--- src/shared/cesr_pkg.sv ---
// Package with offsets, field positions, reset values and codes of the exception register set
package cesr_pkg;

    // Register indices; byte address is four times the index
    localparam logic [7:0] REG_CONTEXT_IDX   = 8'h04;   // Page table pointer, index of own choosing
    localparam logic [7:0] REG_FAULTVA_IDX   = 8'h08;   // Faulting virtual address
    localparam logic [7:0] REG_TICK_IDX      = 8'h09;   // Tick counter
    localparam logic [7:0] REG_COMPARE_IDX   = 8'h0b;   // Timer compare
    localparam logic [7:0] REG_STATUS_IDX    = 8'h0c;   // Processor status
    localparam logic [7:0] REG_CAUSE_IDX     = 8'h0d;   // Exception cause
    localparam logic [7:0] REG_CONTEXT_HI    = 8'h14;   // Upper word of page table pointer
    localparam logic [7:0] REG_FAULTVA_HI    = 8'h18;   // Upper word of faulting address

    // Status field positions
    localparam int ST_IE   = 0;
    localparam int ST_EXL  = 1;
    localparam int ST_ERL  = 2;
    localparam int ST_KSU  = 3;    // Two bits, 4:3
    localparam int ST_UX   = 5;
    localparam int ST_SX   = 6;
    localparam int ST_KX   = 7;
    localparam int ST_IM   = 8;    // Eight bits, 15:8
    localparam int ST_DE   = 16;
    localparam int ST_CE   = 17;
    localparam int ST_CH   = 18;
    localparam int ST_SR   = 20;
    localparam int ST_BEV  = 22;
    localparam int ST_RE   = 25;
    localparam int ST_FR   = 26;
    localparam int ST_CU   = 28;   // Four bits, 31:28

    // Writable status bits; reserved bits read zero
    localparam logic [31:0] STATUS_WMASK = 32'hf657_ffff;
    localparam logic [31:0] STATUS_RESET = 32'h0040_0004;

    // Cause field positions
    localparam int CA_EXC  = 2;    // Five bits, 6:2
    localparam int CA_IP   = 8;    // Eight bits, 15:8
    localparam int CA_CE   = 28;   // Two bits, 29:28
    localparam int CA_BD   = 31;

    // Privilege field encodings
    localparam logic [1:0] KSU_KERNEL = 2'h0;
    localparam logic [1:0] KSU_SUPER  = 2'h1;
    localparam logic [1:0] KSU_USER   = 2'h2;

    // Exception cause codes
    localparam logic [4:0] EXC_INT  = 5'h00;
    localparam logic [4:0] EXC_MOD  = 5'h01;
    localparam logic [4:0] EXC_TLBL = 5'h02;
    localparam logic [4:0] EXC_TLBS = 5'h03;
    localparam logic [4:0] EXC_ADEL = 5'h04;
    localparam logic [4:0] EXC_ADES = 5'h05;
    localparam logic [4:0] EXC_IBE  = 5'h06;
    localparam logic [4:0] EXC_DBE  = 5'h07;
    localparam logic [4:0] EXC_SYS  = 5'h08;
    localparam logic [4:0] EXC_BP   = 5'h09;
    localparam logic [4:0] EXC_RI   = 5'h0a;
    localparam logic [4:0] EXC_CPU  = 5'h0b;
    localparam logic [4:0] EXC_OV   = 5'h0c;
    localparam logic [4:0] EXC_TR   = 5'h0d;
    localparam logic [4:0] EXC_FPE  = 5'h0f;
    localparam logic [4:0] EXC_VCEI = 5'h0e;   // Coherency codes, part of the fixed encoding recorded in cause
    localparam logic [4:0] EXC_VCED = 5'h1f;

    // Interrupt enable settle delay in cycles
    localparam int IE_DELAY = 3;
    // Tick divider: count advances every second cycle
    localparam int TICK_DIV = 2;

    // Page number field of pointer register
    localparam int VPN_LSB = 4;
    localparam int VPN_W   = 19;

endpackage

--- src/shared/cesr_exc_if.sv ---
// Interface carrying exception events from the recorder to the register core
`timescale 1ns/1ns
interface cesr_exc_if;
    logic        load_fva;    // Faulting address load strobe
    logic        load_vpn;    // Page pair field load strobe
    logic [63:0] vaddr;       // Captured virtual address
    modport rec  (output load_fva, output load_vpn, output vaddr);
    modport core (input  load_fva, input  load_vpn, input  vaddr);
endinterface

--- src/core/cesr_core.sv ---
// Exception state register set: pointer, fault address, timer, status and cause
// Function
// RL1 - Miss loads page pair from address 31:13
// RL2 - Address faults load faulting address register
// RL3 - No fault address update at exception level
// RL4 - Bus errors leave fault address alone
// RL5 - Counter ticks every second cycle, read/write
// RL6 - Count equals compare sets timer pending
// RL7 - Compare write clears timer pending
// RL8 - Mask bits gate software and external sources
// RL9 - Interrupt needs enable, no levels, mask&pending
// RL10 - Setting enable takes effect up to 3 late
// RL11 - Usable field gates coprocessors; kernel has 0
// RL12 - Reset endian, user flip inverts it
// RL13 - Privilege field and levels decode mode
// RL14 - Extended bits select 64-bit addressing, refill vector; here kernel mode is always 64-bit and KX only picks the vector
// RL15 - Address space access follows mode
// RL16 - Reset sets error level and boot vector
// RL17 - Soft reset or NMI sets flag; only soft_reset_evt sets it here, there is no NMI input
// RL18 - Boot vector bit selects vector locations
// RL19 - Cache hit flag records last hit op
// RL20 - Only software pending bits writable in cause
// RL21 - Exception writes five-bit cause code
// RL22 - Delay slot flag and coprocessor number recorded
// RL23 - Cause codes follow fixed encoding
// RL24 - Match checked on tick and compare write
//
// Chosen here: the APB register port.
`timescale 1ns/1ns
module cesr_core
    import cesr_pkg::*;
#(
    parameter int CNT_W = 32    // Tick counter width
)(
    // Clock and reset
    input  wire logic        pclk,
    input  wire logic        presetn,
    // APB slave
    input  wire logic        psel,
    input  wire logic        penable,
    input  wire logic        pwrite,
    input  wire logic [11:0] paddr,
    input  wire logic [31:0] pwdata,
    output logic      [31:0] prdata,
    output logic             pready,
    output logic             pslverr,
    // Pipeline events
    input  wire logic        exc_valid,
    input  wire logic [4:0]  exc_code,
    input  wire logic [63:0] exc_vaddr,
    input  wire logic        exc_in_delay,
    input  wire logic [1:0]  exc_cop_unit,
    input  wire logic        exc_return,
    input  wire logic        soft_reset_evt,
    input  wire logic        cache_hit_op,
    input  wire logic        cache_hit_result,
    input  wire logic        big_endian_strap,
    input  wire logic [5:0]  ext_irq,
    // Coprocessor and address checks
    input  wire logic [1:0]  cop_req_unit,
    input  wire logic [1:0]  addr_space,
    // Status to the pipeline
    output logic             irq_take,
    output logic             kernel_mode,
    output logic             super_mode,
    output logic             user_mode,
    output logic             addr64,
    output logic             xtlb_vector,
    output logic             boot_vectors,
    output logic             big_endian_eff,
    output logic             cop_unusable,
    output logic             space_denied
);
    cesr_exc_if ev ();

    // Register contents
    logic [31:0]       status;        // Processor status
    logic [4:0]        cause_code;    // Exception cause code
    logic              cause_bd;      // Delay slot flag
    logic [1:0]        cause_ce;      // Coprocessor unit number
    logic [1:0]        sw_pend;       // Software pending bits
    logic              timer_pend;    // Timer pending bit
    logic [63:0]       fault_va;      // Faulting virtual address
    logic [VPN_W-1:0]  vpn_field;     // Missed page pair field
    logic [63:0]       ctx_base;      // Writable base part of pointer
    logic [CNT_W-1:0]  tick;          // Tick counter
    logic [CNT_W-1:0]  compare;       // Timer compare
    logic              tick_en;       // Half-rate enable
    logic              endian_strap;  // Endian caught after reset release
    logic              strap_done;    // Strap captured
    logic [IE_DELAY-1:0] ie_pipe;     // Enable settle pipeline
    logic              ie_eff;        // Enable as seen by interrupt logic

    // Bus decode
    logic        wr_acc;
    logic [9:0]  idx;
    logic [7:0]  pending;
    logic [63:0] ctx_full;

    assign wr_acc  = psel && penable && pwrite;
    assign idx     = paddr[11:2];
    assign pready  = 1'b1;    // Zero wait states
    assign pending = {timer_pend | ext_irq[5], ext_irq[4:0], sw_pend};   // see RL8, see RL6
    assign ctx_full = {ctx_base[63:VPN_LSB+VPN_W], vpn_field, {VPN_LSB{1'b0}}};

    // Unmapped indices answer with an error
    always_comb begin
        pslverr = 1'b0;
        if (psel && penable) begin
            case (idx)
                {2'h0, REG_CONTEXT_IDX}, {2'h0, REG_FAULTVA_IDX}, {2'h0, REG_TICK_IDX},
                {2'h0, REG_COMPARE_IDX}, {2'h0, REG_STATUS_IDX}, {2'h0, REG_CAUSE_IDX},
                {2'h0, REG_CONTEXT_HI},  {2'h0, REG_FAULTVA_HI}: pslverr = 1'b0;
                default:                                         pslverr = 1'b1;
            endcase
        end
    end

    // Read data is registered at setup phase
    always_ff @(posedge pclk or negedge presetn) begin
        if (!presetn) begin
            prdata <= 32'h0000_0000;
        end else if (psel && !penable) begin
            case (paddr[11:2])
                {2'h0, REG_CONTEXT_IDX}: prdata <= ctx_full[31:0];
                {2'h0, REG_CONTEXT_HI}:  prdata <= ctx_full[63:32];
                {2'h0, REG_FAULTVA_IDX}: prdata <= fault_va[31:0];
                {2'h0, REG_FAULTVA_HI}:  prdata <= fault_va[63:32];
                {2'h0, REG_TICK_IDX}:    prdata <= tick;                      // see RL5
                {2'h0, REG_COMPARE_IDX}: prdata <= compare;                   // see RL7
                {2'h0, REG_STATUS_IDX}:  prdata <= status;
                {2'h0, REG_CAUSE_IDX}:   prdata <= {cause_bd, 1'b0, cause_ce, 12'h000, pending,
                                                    1'b0, cause_code, 2'h0};
                default:                 prdata <= 32'h0000_0000;
            endcase
        end
    end

    // Half-rate tick enable, free running regardless of pipeline
    always_ff @(posedge pclk or negedge presetn) begin
        if (!presetn) tick_en <= 1'b0;
        else          tick_en <= !tick_en;    // see RL5
    end

    // Tick counter; software write wins over increment
    always_ff @(posedge pclk or negedge presetn) begin
        if (!presetn) begin
            tick <= '0;
        end else if (wr_acc && idx == {2'h0, REG_TICK_IDX}) begin
            tick <= pwdata[CNT_W-1:0];
        end else if (tick_en) begin
            tick <= tick + 1'b1;   // see RL5
        end
    end

    // Compare only changes on a write
    always_ff @(posedge pclk or negedge presetn) begin
        if (!presetn)                                         compare <= '1;
        else if (wr_acc && idx == {2'h0, REG_COMPARE_IDX})    compare <= pwdata[CNT_W-1:0];  // see RL6
    end

    // Match evaluated after a tick or compare write, so it fires once per event
    logic match_chk;
    always_ff @(posedge pclk or negedge presetn) begin
        if (!presetn) match_chk <= 1'b0;
        else          match_chk <= tick_en || (wr_acc && idx == {2'h0, REG_COMPARE_IDX}); // see RL24
    end

    // Timer pending: set wins over the clearing compare write
    always_ff @(posedge pclk or negedge presetn) begin
        if (!presetn)                                         timer_pend <= 1'b0;
        else if (match_chk && tick == compare)                timer_pend <= 1'b1;  // see RL6
        else if (wr_acc && idx == {2'h0, REG_COMPARE_IDX})    timer_pend <= 1'b0;  // see RL7
    end

    // Software pending bits are the only writable cause bits
    always_ff @(posedge pclk or negedge presetn) begin
        if (!presetn)                                      sw_pend <= 2'h0;
        else if (wr_acc && idx == {2'h0, REG_CAUSE_IDX})   sw_pend <= pwdata[CA_IP +: 2];  // see RL20
    end

    // Cause record on each exception
    always_ff @(posedge pclk or negedge presetn) begin
        if (!presetn) begin
            cause_code <= EXC_INT;
            cause_bd   <= 1'b0;
            cause_ce   <= 2'h0;
        end else if (exc_valid) begin
            cause_code <= exc_code;           // see RL21, see RL23
            cause_bd   <= exc_in_delay;       // see RL22
            if (exc_code == EXC_CPU)
                cause_ce <= exc_cop_unit;     // see RL22
        end
    end

    // Address capture decisions
    cesr_fault_rec u_rec (
        .exc_valid (exc_valid),
        .exc_code  (exc_code),
        .exc_vaddr (exc_vaddr),
        .exl_now   (status[ST_EXL]),
        .ev        (ev.rec)
    );

    // Faulting address capture
    always_ff @(posedge pclk or negedge presetn) begin
        if (!presetn)         fault_va <= 64'h0;
        else if (ev.load_fva) fault_va <= ev.vaddr;   // see RL2
    end

    // Page pair field from hardware; base from software
    always_ff @(posedge pclk or negedge presetn) begin
        if (!presetn)         vpn_field <= '0;
        else if (ev.load_vpn) vpn_field <= ev.vaddr[31:13];   // see RL1
    end

    always_ff @(posedge pclk or negedge presetn) begin
        if (!presetn)                                       ctx_base <= 64'h0;
        else if (wr_acc && idx == {2'h0, REG_CONTEXT_IDX})  ctx_base[31:0]  <= pwdata;
        else if (wr_acc && idx == {2'h0, REG_CONTEXT_HI})   ctx_base[63:32] <= pwdata;
    end

    // Status: write, exception entry and return, hardware flags
    always_ff @(posedge pclk or negedge presetn) begin
        if (!presetn) begin
            status <= STATUS_RESET;   // see RL16
        end else begin
            if (wr_acc && idx == {2'h0, REG_STATUS_IDX})
                status <= pwdata & STATUS_WMASK;
            if (exc_valid)
                status[ST_EXL] <= 1'b1;
            else if (exc_return)
                status[ST_EXL] <= 1'b0;
            if (soft_reset_evt) begin
                status[ST_SR]  <= 1'b1;   // see RL17
                status[ST_ERL] <= 1'b1;
                status[ST_BEV] <= 1'b1;
            end
            if (cache_hit_op)
                status[ST_CH] <= cache_hit_result;   // see RL19
        end
    end

    // Endian strap caught by a clocked process after release
    always_ff @(posedge pclk or negedge presetn) begin
        if (!presetn) begin
            endian_strap <= 1'b0;
            strap_done   <= 1'b0;
        end else if (!strap_done) begin
            endian_strap <= big_endian_strap;   // see RL12
            strap_done   <= 1'b1;
        end
    end

    // Enable rises after the settle delay, falls at once
    always_ff @(posedge pclk or negedge presetn) begin
        if (!presetn) ie_pipe <= '0;
        else          ie_pipe <= {ie_pipe[IE_DELAY-2:0], status[ST_IE]};   // see RL10
    end
    assign ie_eff = status[ST_IE] && ie_pipe[IE_DELAY-1];

    // Mode decode
    logic [1:0] privilege_mode_field;
    logic       lvl_clear;
    assign privilege_mode_field        = status[ST_KSU +: 2];
    assign lvl_clear  = !status[ST_EXL] && !status[ST_ERL];
    assign user_mode  = lvl_clear && privilege_mode_field == KSU_USER;    // see RL13
    assign super_mode = lvl_clear && privilege_mode_field == KSU_SUPER;   // see RL13
    assign kernel_mode = !user_mode && !super_mode;      // see RL13

    // Interrupt request
    assign irq_take = ie_eff && lvl_clear &&
                      |(pending & status[ST_IM +: 8]);   // see RL9, see RL8

    // Addressing width and refill vector
    assign addr64 = kernel_mode ? 1'b1 :
                    super_mode  ? status[ST_SX] : status[ST_UX];   // see RL14
    assign xtlb_vector    = status[ST_KX];                         // see RL14
    assign boot_vectors   = status[ST_BEV];                        // see RL18
    assign big_endian_eff = endian_strap ^ (user_mode && status[ST_RE]);   // see RL12

    // Coprocessor usability: unit 0 always in kernel
    assign cop_unusable = !(status[ST_CU + cop_req_unit] ||
                            (cop_req_unit == 2'h0 && kernel_mode));        // see RL11

    // Space check: 0 user, 1 supervisor, 2/3 kernel
    assign space_denied = (addr_space[1] && !kernel_mode) ||
                          (addr_space == 2'h1 && user_mode);               // see RL15

    // Assertion helpers
    logic [63:0] fva_prev;
    always_ff @(posedge pclk or negedge presetn) begin
        if (!presetn) fva_prev <= 64'h0;
        else          fva_prev <= fault_va;
    end
endmodule

--- src/core/cesr_fault_rec.sv ---
// Decides which exceptions update the address capture registers
`timescale 1ns/1ns
module cesr_fault_rec
    import cesr_pkg::*;
(
    // Exception event in
    input  wire logic        exc_valid,
    input  wire logic [4:0]  exc_code,
    input  wire logic [63:0] exc_vaddr,
    input  wire logic        exl_now,
    // To register core
    cesr_exc_if.rec          ev
);
    logic addr_kind;   // Code is one of the address-reporting kinds

    // Address, translation and coherency faults report; bus errors do not
    always_comb begin
        case (exc_code)
            EXC_MOD, EXC_TLBL, EXC_TLBS,
            EXC_ADEL, EXC_ADES,
            EXC_VCEI, EXC_VCED: addr_kind = 1'b1;   // see RL2
            default:            addr_kind = 1'b0;   // see RL4
        endcase
    end

    // Fault address load held off while already at exception level
    assign ev.load_fva = exc_valid && addr_kind && !exl_now;                       // see RL3
    assign ev.load_vpn = exc_valid &&
                         (exc_code == EXC_TLBL || exc_code == EXC_TLBS || exc_code == EXC_MOD); // see RL1
    assign ev.vaddr    = exc_vaddr;
endmodule

--- config.mk ---
export PLATFORM = sky130hd
export DESIGN_NAME = cesr_core
export DESIGN_NICKNAME = d
export VERILOG_FILES = /design/src/shared/cesr_pkg.sv /design/src/shared/cesr_exc_if.sv /design/src/core/cesr_core.sv /design/src/core/cesr_fault_rec.sv
export SDC_FILE = /design/constraint.sdc
export NUM_CORES = 1
export LEC_CHECK = 0
export BUFFER_PORTS_ARGS = -buffer_cell sky130_fd_sc_hd__clkbuf_2
export CORE_ASPECT_RATIO = 1.25
export CORE_MARGIN = 1.5
export CORE_UTILIZATION = 52
export DETAILED_ROUTE_END_ITERATION = 10
export PLACE_DENSITY = 0.81
export SLEW_MARGIN = 20
export SYNTH_ARGS = -nofsm -noshare
export SYNTH_HDL_FRONTEND = slang
export SYNTH_SLANG_ARGS = --single-unit
export TNS_END_PERCENT = 10
--- constraint.sdc ---
create_clock -name pclk -period 1.85 [get_ports pclk]
set_clock_uncertainty 0.05 [all_clocks]
set_input_delay 0.0925 -clock pclk [delete_from_list [all_inputs] [get_ports pclk]]
set_output_delay 0.0925 -clock pclk [all_outputs]
set_load 0.05 [all_outputs]
==> impl_metrics.toml <==
[run_status]
status = "finished with violations"
violations = "negative setup slack"

[finish]
n_antenna_cell = 0
multi_input_area_sq_um = 6366
fin_nets = 1643
fillerInstances = 1673
final-seq-area_sq_um = 6679
finalInstanceArea_sq_um = 17670
final_core_utilization_pct = 71.64
area_growth_pct = 34.28
drive_gt1_share_pct = 41.39
layoutNonFillerInstCount = 1857

[sta]
min_period_over_period_pct = 109.8
fin_tns_setup_ps = -976.5
fmax_ghz = 0.4924
hold_viol = 0
setup_viol = 13
post-route-min-period_ps = 2031
maxSlewHeadroom_pct = 65.35
tightest_slew_ps = 518.7
rsz0062_at_grt = "yes"
slew_viol_final = 0
fin_ws_ps = -181.0

[yosys]
yosysSeqAreaShare_pct = 50.72
syn_area_per_cell_sq_um = 11.52
synth-warning-count = 0
syn_inst = 1142
synth_edf_count = 0
syn-cell-area_sq_um = 13160
ys_ff_latch = 265
ys_types = 62
ys.flop_type = "dfrtp_1"
ys_async_sr_fraction_pct = 100.0

[pwr]
powerDensity_nw_per_um2 = 860.7
peakVddDrop_mv = 0.6737
power.leakage_nw = 8.164

[critical_path]
crit_slowest_cell = "dfrtp_2"
cp.arrival_ps = 1890
path_cells = "nor4b_4 -> buf_6 -> nand2_4 -> xnor2_2 -> buf_8"
worst_setup_path_start_kind = "register"
cpPeakStageDelay_ps = 450
r2r-end = "tick[25]"
r2r_cells = 7
critPathRequiredTime_ps = 1710
worstPathMaxFanout = 4
crit_path_end_kind = "output pin"
critPathKind = "register to output pin"
rrSetupSlack_ps = -90
r2r_start = "tick[1]"

[placement]
dp_hpwl_um = 30230
placed_cells_incl_taps = 1686
place_ws_ps = -324.8
place.gp.congestion = 0.9534
placed_cell_area_sq_um = 15310
port-buffer-count = 177

[floorplan]
ioPinCount = 181
dieArea_sq_um = 26270
core-area_sq_um = 24660
initial_utilization_pct = 53.35
num_rows = 64
fp.dieW_um = 145.3
die_h_um = 180.9

[clock_network]
cts-buffers-inserted = 28
numClockSinks = 265
cts.root.buffer_cell = "clkbuf_16"
clockBufferDepth = 3
cts_tree = "done"
clk_latency_ps = 550
cts_max_level = 1
clkTransAtPathRegs_ps = 60

[detailed_routing]
wl_per_cell_um = 24.30
via_per_inst = 6.178
drc_errors = 0
dr.pass1.iters = 5
dr.first_iter.drc_count = 1065
wirelength_um = 45120
vias = 11470
drtAntennaViolNets = 0

[grt]
grt.total_usage_pct = 34.14
grt_max_degree = 62
antenna_found_initial = 1
grt_pass1_wl_um = 69620
grt_remaining_overflow = 0
first_global_vias = 12140

[run]
cap_violations = 0

[hold_path]
hold_class = "input port to async pin"
## registers in the layout, summed over array words and instances, names as in the netlist, 3 cells and up
| register | cells |
|---|---|
| fault_va | 64 |
| ctx_base | 41 |
| compare | 32 |
| prdata | 32 |
| tick | 32 |
| status | 27 |
| vpn_field | 19 |
| cause_code | 5 |
| ie_pipe | 3 |
## synth_stat cells, types with 22 or more instances
master    number  share of area [%]
mux2i_1       25                1.9
nor2_1        60                1.7
mux2_2       168                 14
nand3_1       32                1.2
a22oi_1       39                2.2
o21ai_0       35                1.3
buf_2         22               0.84
dfrtp_1      231                 44
mux2_4        24                2.7
a22o_1        34                2.3
nand2_1       89                2.5
xor2_1        25                1.7
dfstp_2       34                6.8
a21oi_1       40                1.5
clkbuf_1      50                1.4
xnor2_1       41                2.7
## kinds of logic (layout without fill, tap and decap cells)
family / Yosys count / in the layout / share of synthesized area [%]
AOI/OAI and AO/OA: 210 / 210 / 11.18
DFF: 265 / 265 / 50.72
other: 1 / 2 / 0.02850
adders and majority gates: 1 / 1 / 0.09507
muxes: 220 / 220 / 19.27
xor gates and xnor gates: 66 / 66 / 4.393
buffers and inverters: 89 / 473 / 2.986
and+or+nand+nor: 290 / 290 / 11.32
## cell type report
type | count | area share [%]
Clock buffer | 40 | 4.567
Clock inverter | 12 | 0.8143
Inverter | 6 | 0.1275
Multi-Input combinational cell | 789 | 36.03
Sequential cell | 265 | 37.80
Tap cell | 330 | 2.337
Timing Repair Buffer | 415 | 18.33
## worst max-delay path by stage
stage | startpoint | cells after the start | endpoint | slack, ps
6_report | status[1] | 5 | big_endian_eff | -180
3_5_place_dp | paddr[9] | 7 | status[12] | -320
5_1_grt | status[1] | 5 | big_endian_eff | -220
3_3_place_gp | paddr[9] | 7 | status[10] | -280
2_1_floorplan | status[3] | 3 | big_endian_eff | -200
4_1_cts | status[3] | 4 | big_endian_eff | -180
## metal layers
metal  vias to the layer above  routed length [um]  global-route usage, %
li1                       4896                   -                      -
met1                      5648               16260                  40.47
met2                       733               22010                  57.22
met3                       195                4021                  7.222
met4                         0                2830                  20.24
met5                         -                   0                      0
## power breakdown
group          switching (mW)  total, mW  internal, mW
Sequential              0.515       6.95          6.43
Clock                    2.40       5.85          3.45
Combinational            1.19       2.41          1.23
## cells in the final DEF (no fill, tap or decap), drive strengths merged, types with 33 or more instances in the layout
cell type	n
a22o	34
buf	132
xnor2	41
nand3	33
a21oi	40
dfrtp	231
a22oi	39
dfstp	34
nor2	61
o21ai	35
dlygate4sd3	113
mux2	195
clkbuf	210
nand2	91
## per-stage QoR
stage          power [mW]  hold WS (ps)
2_1_floorplan       7.997        -253.1
3_3_place_gp        8.999         17.75
3_5_place_dp        9.093         20.37
4_1_cts             15.06         20.59
5_1_grt             15.70         55.51
6_report            15.21         17.32
## worst max-delay path: cells and delay by family (launching register included)
| kind | cells | cell delay (ps) |
|---|---|---|
| XOR/XNOR | 1 | 180 |
| buffers and inverters | 2 | 330 |
| flip-flops | 1 | 450 |
| AND/OR/NAND/NOR | 2 | 360 |
## timing repair
item | in CTS | in global routing
endpoints found under the setup margin | 21 | 31
pin swaps | 5 | 7
hold buffers | 113 | 0
endpoints found under the hold margin | 467 | 0
gates resized for setup | 28 | 32
setup buffers | 5 | 1
Power figures use the tool's default switching activity.
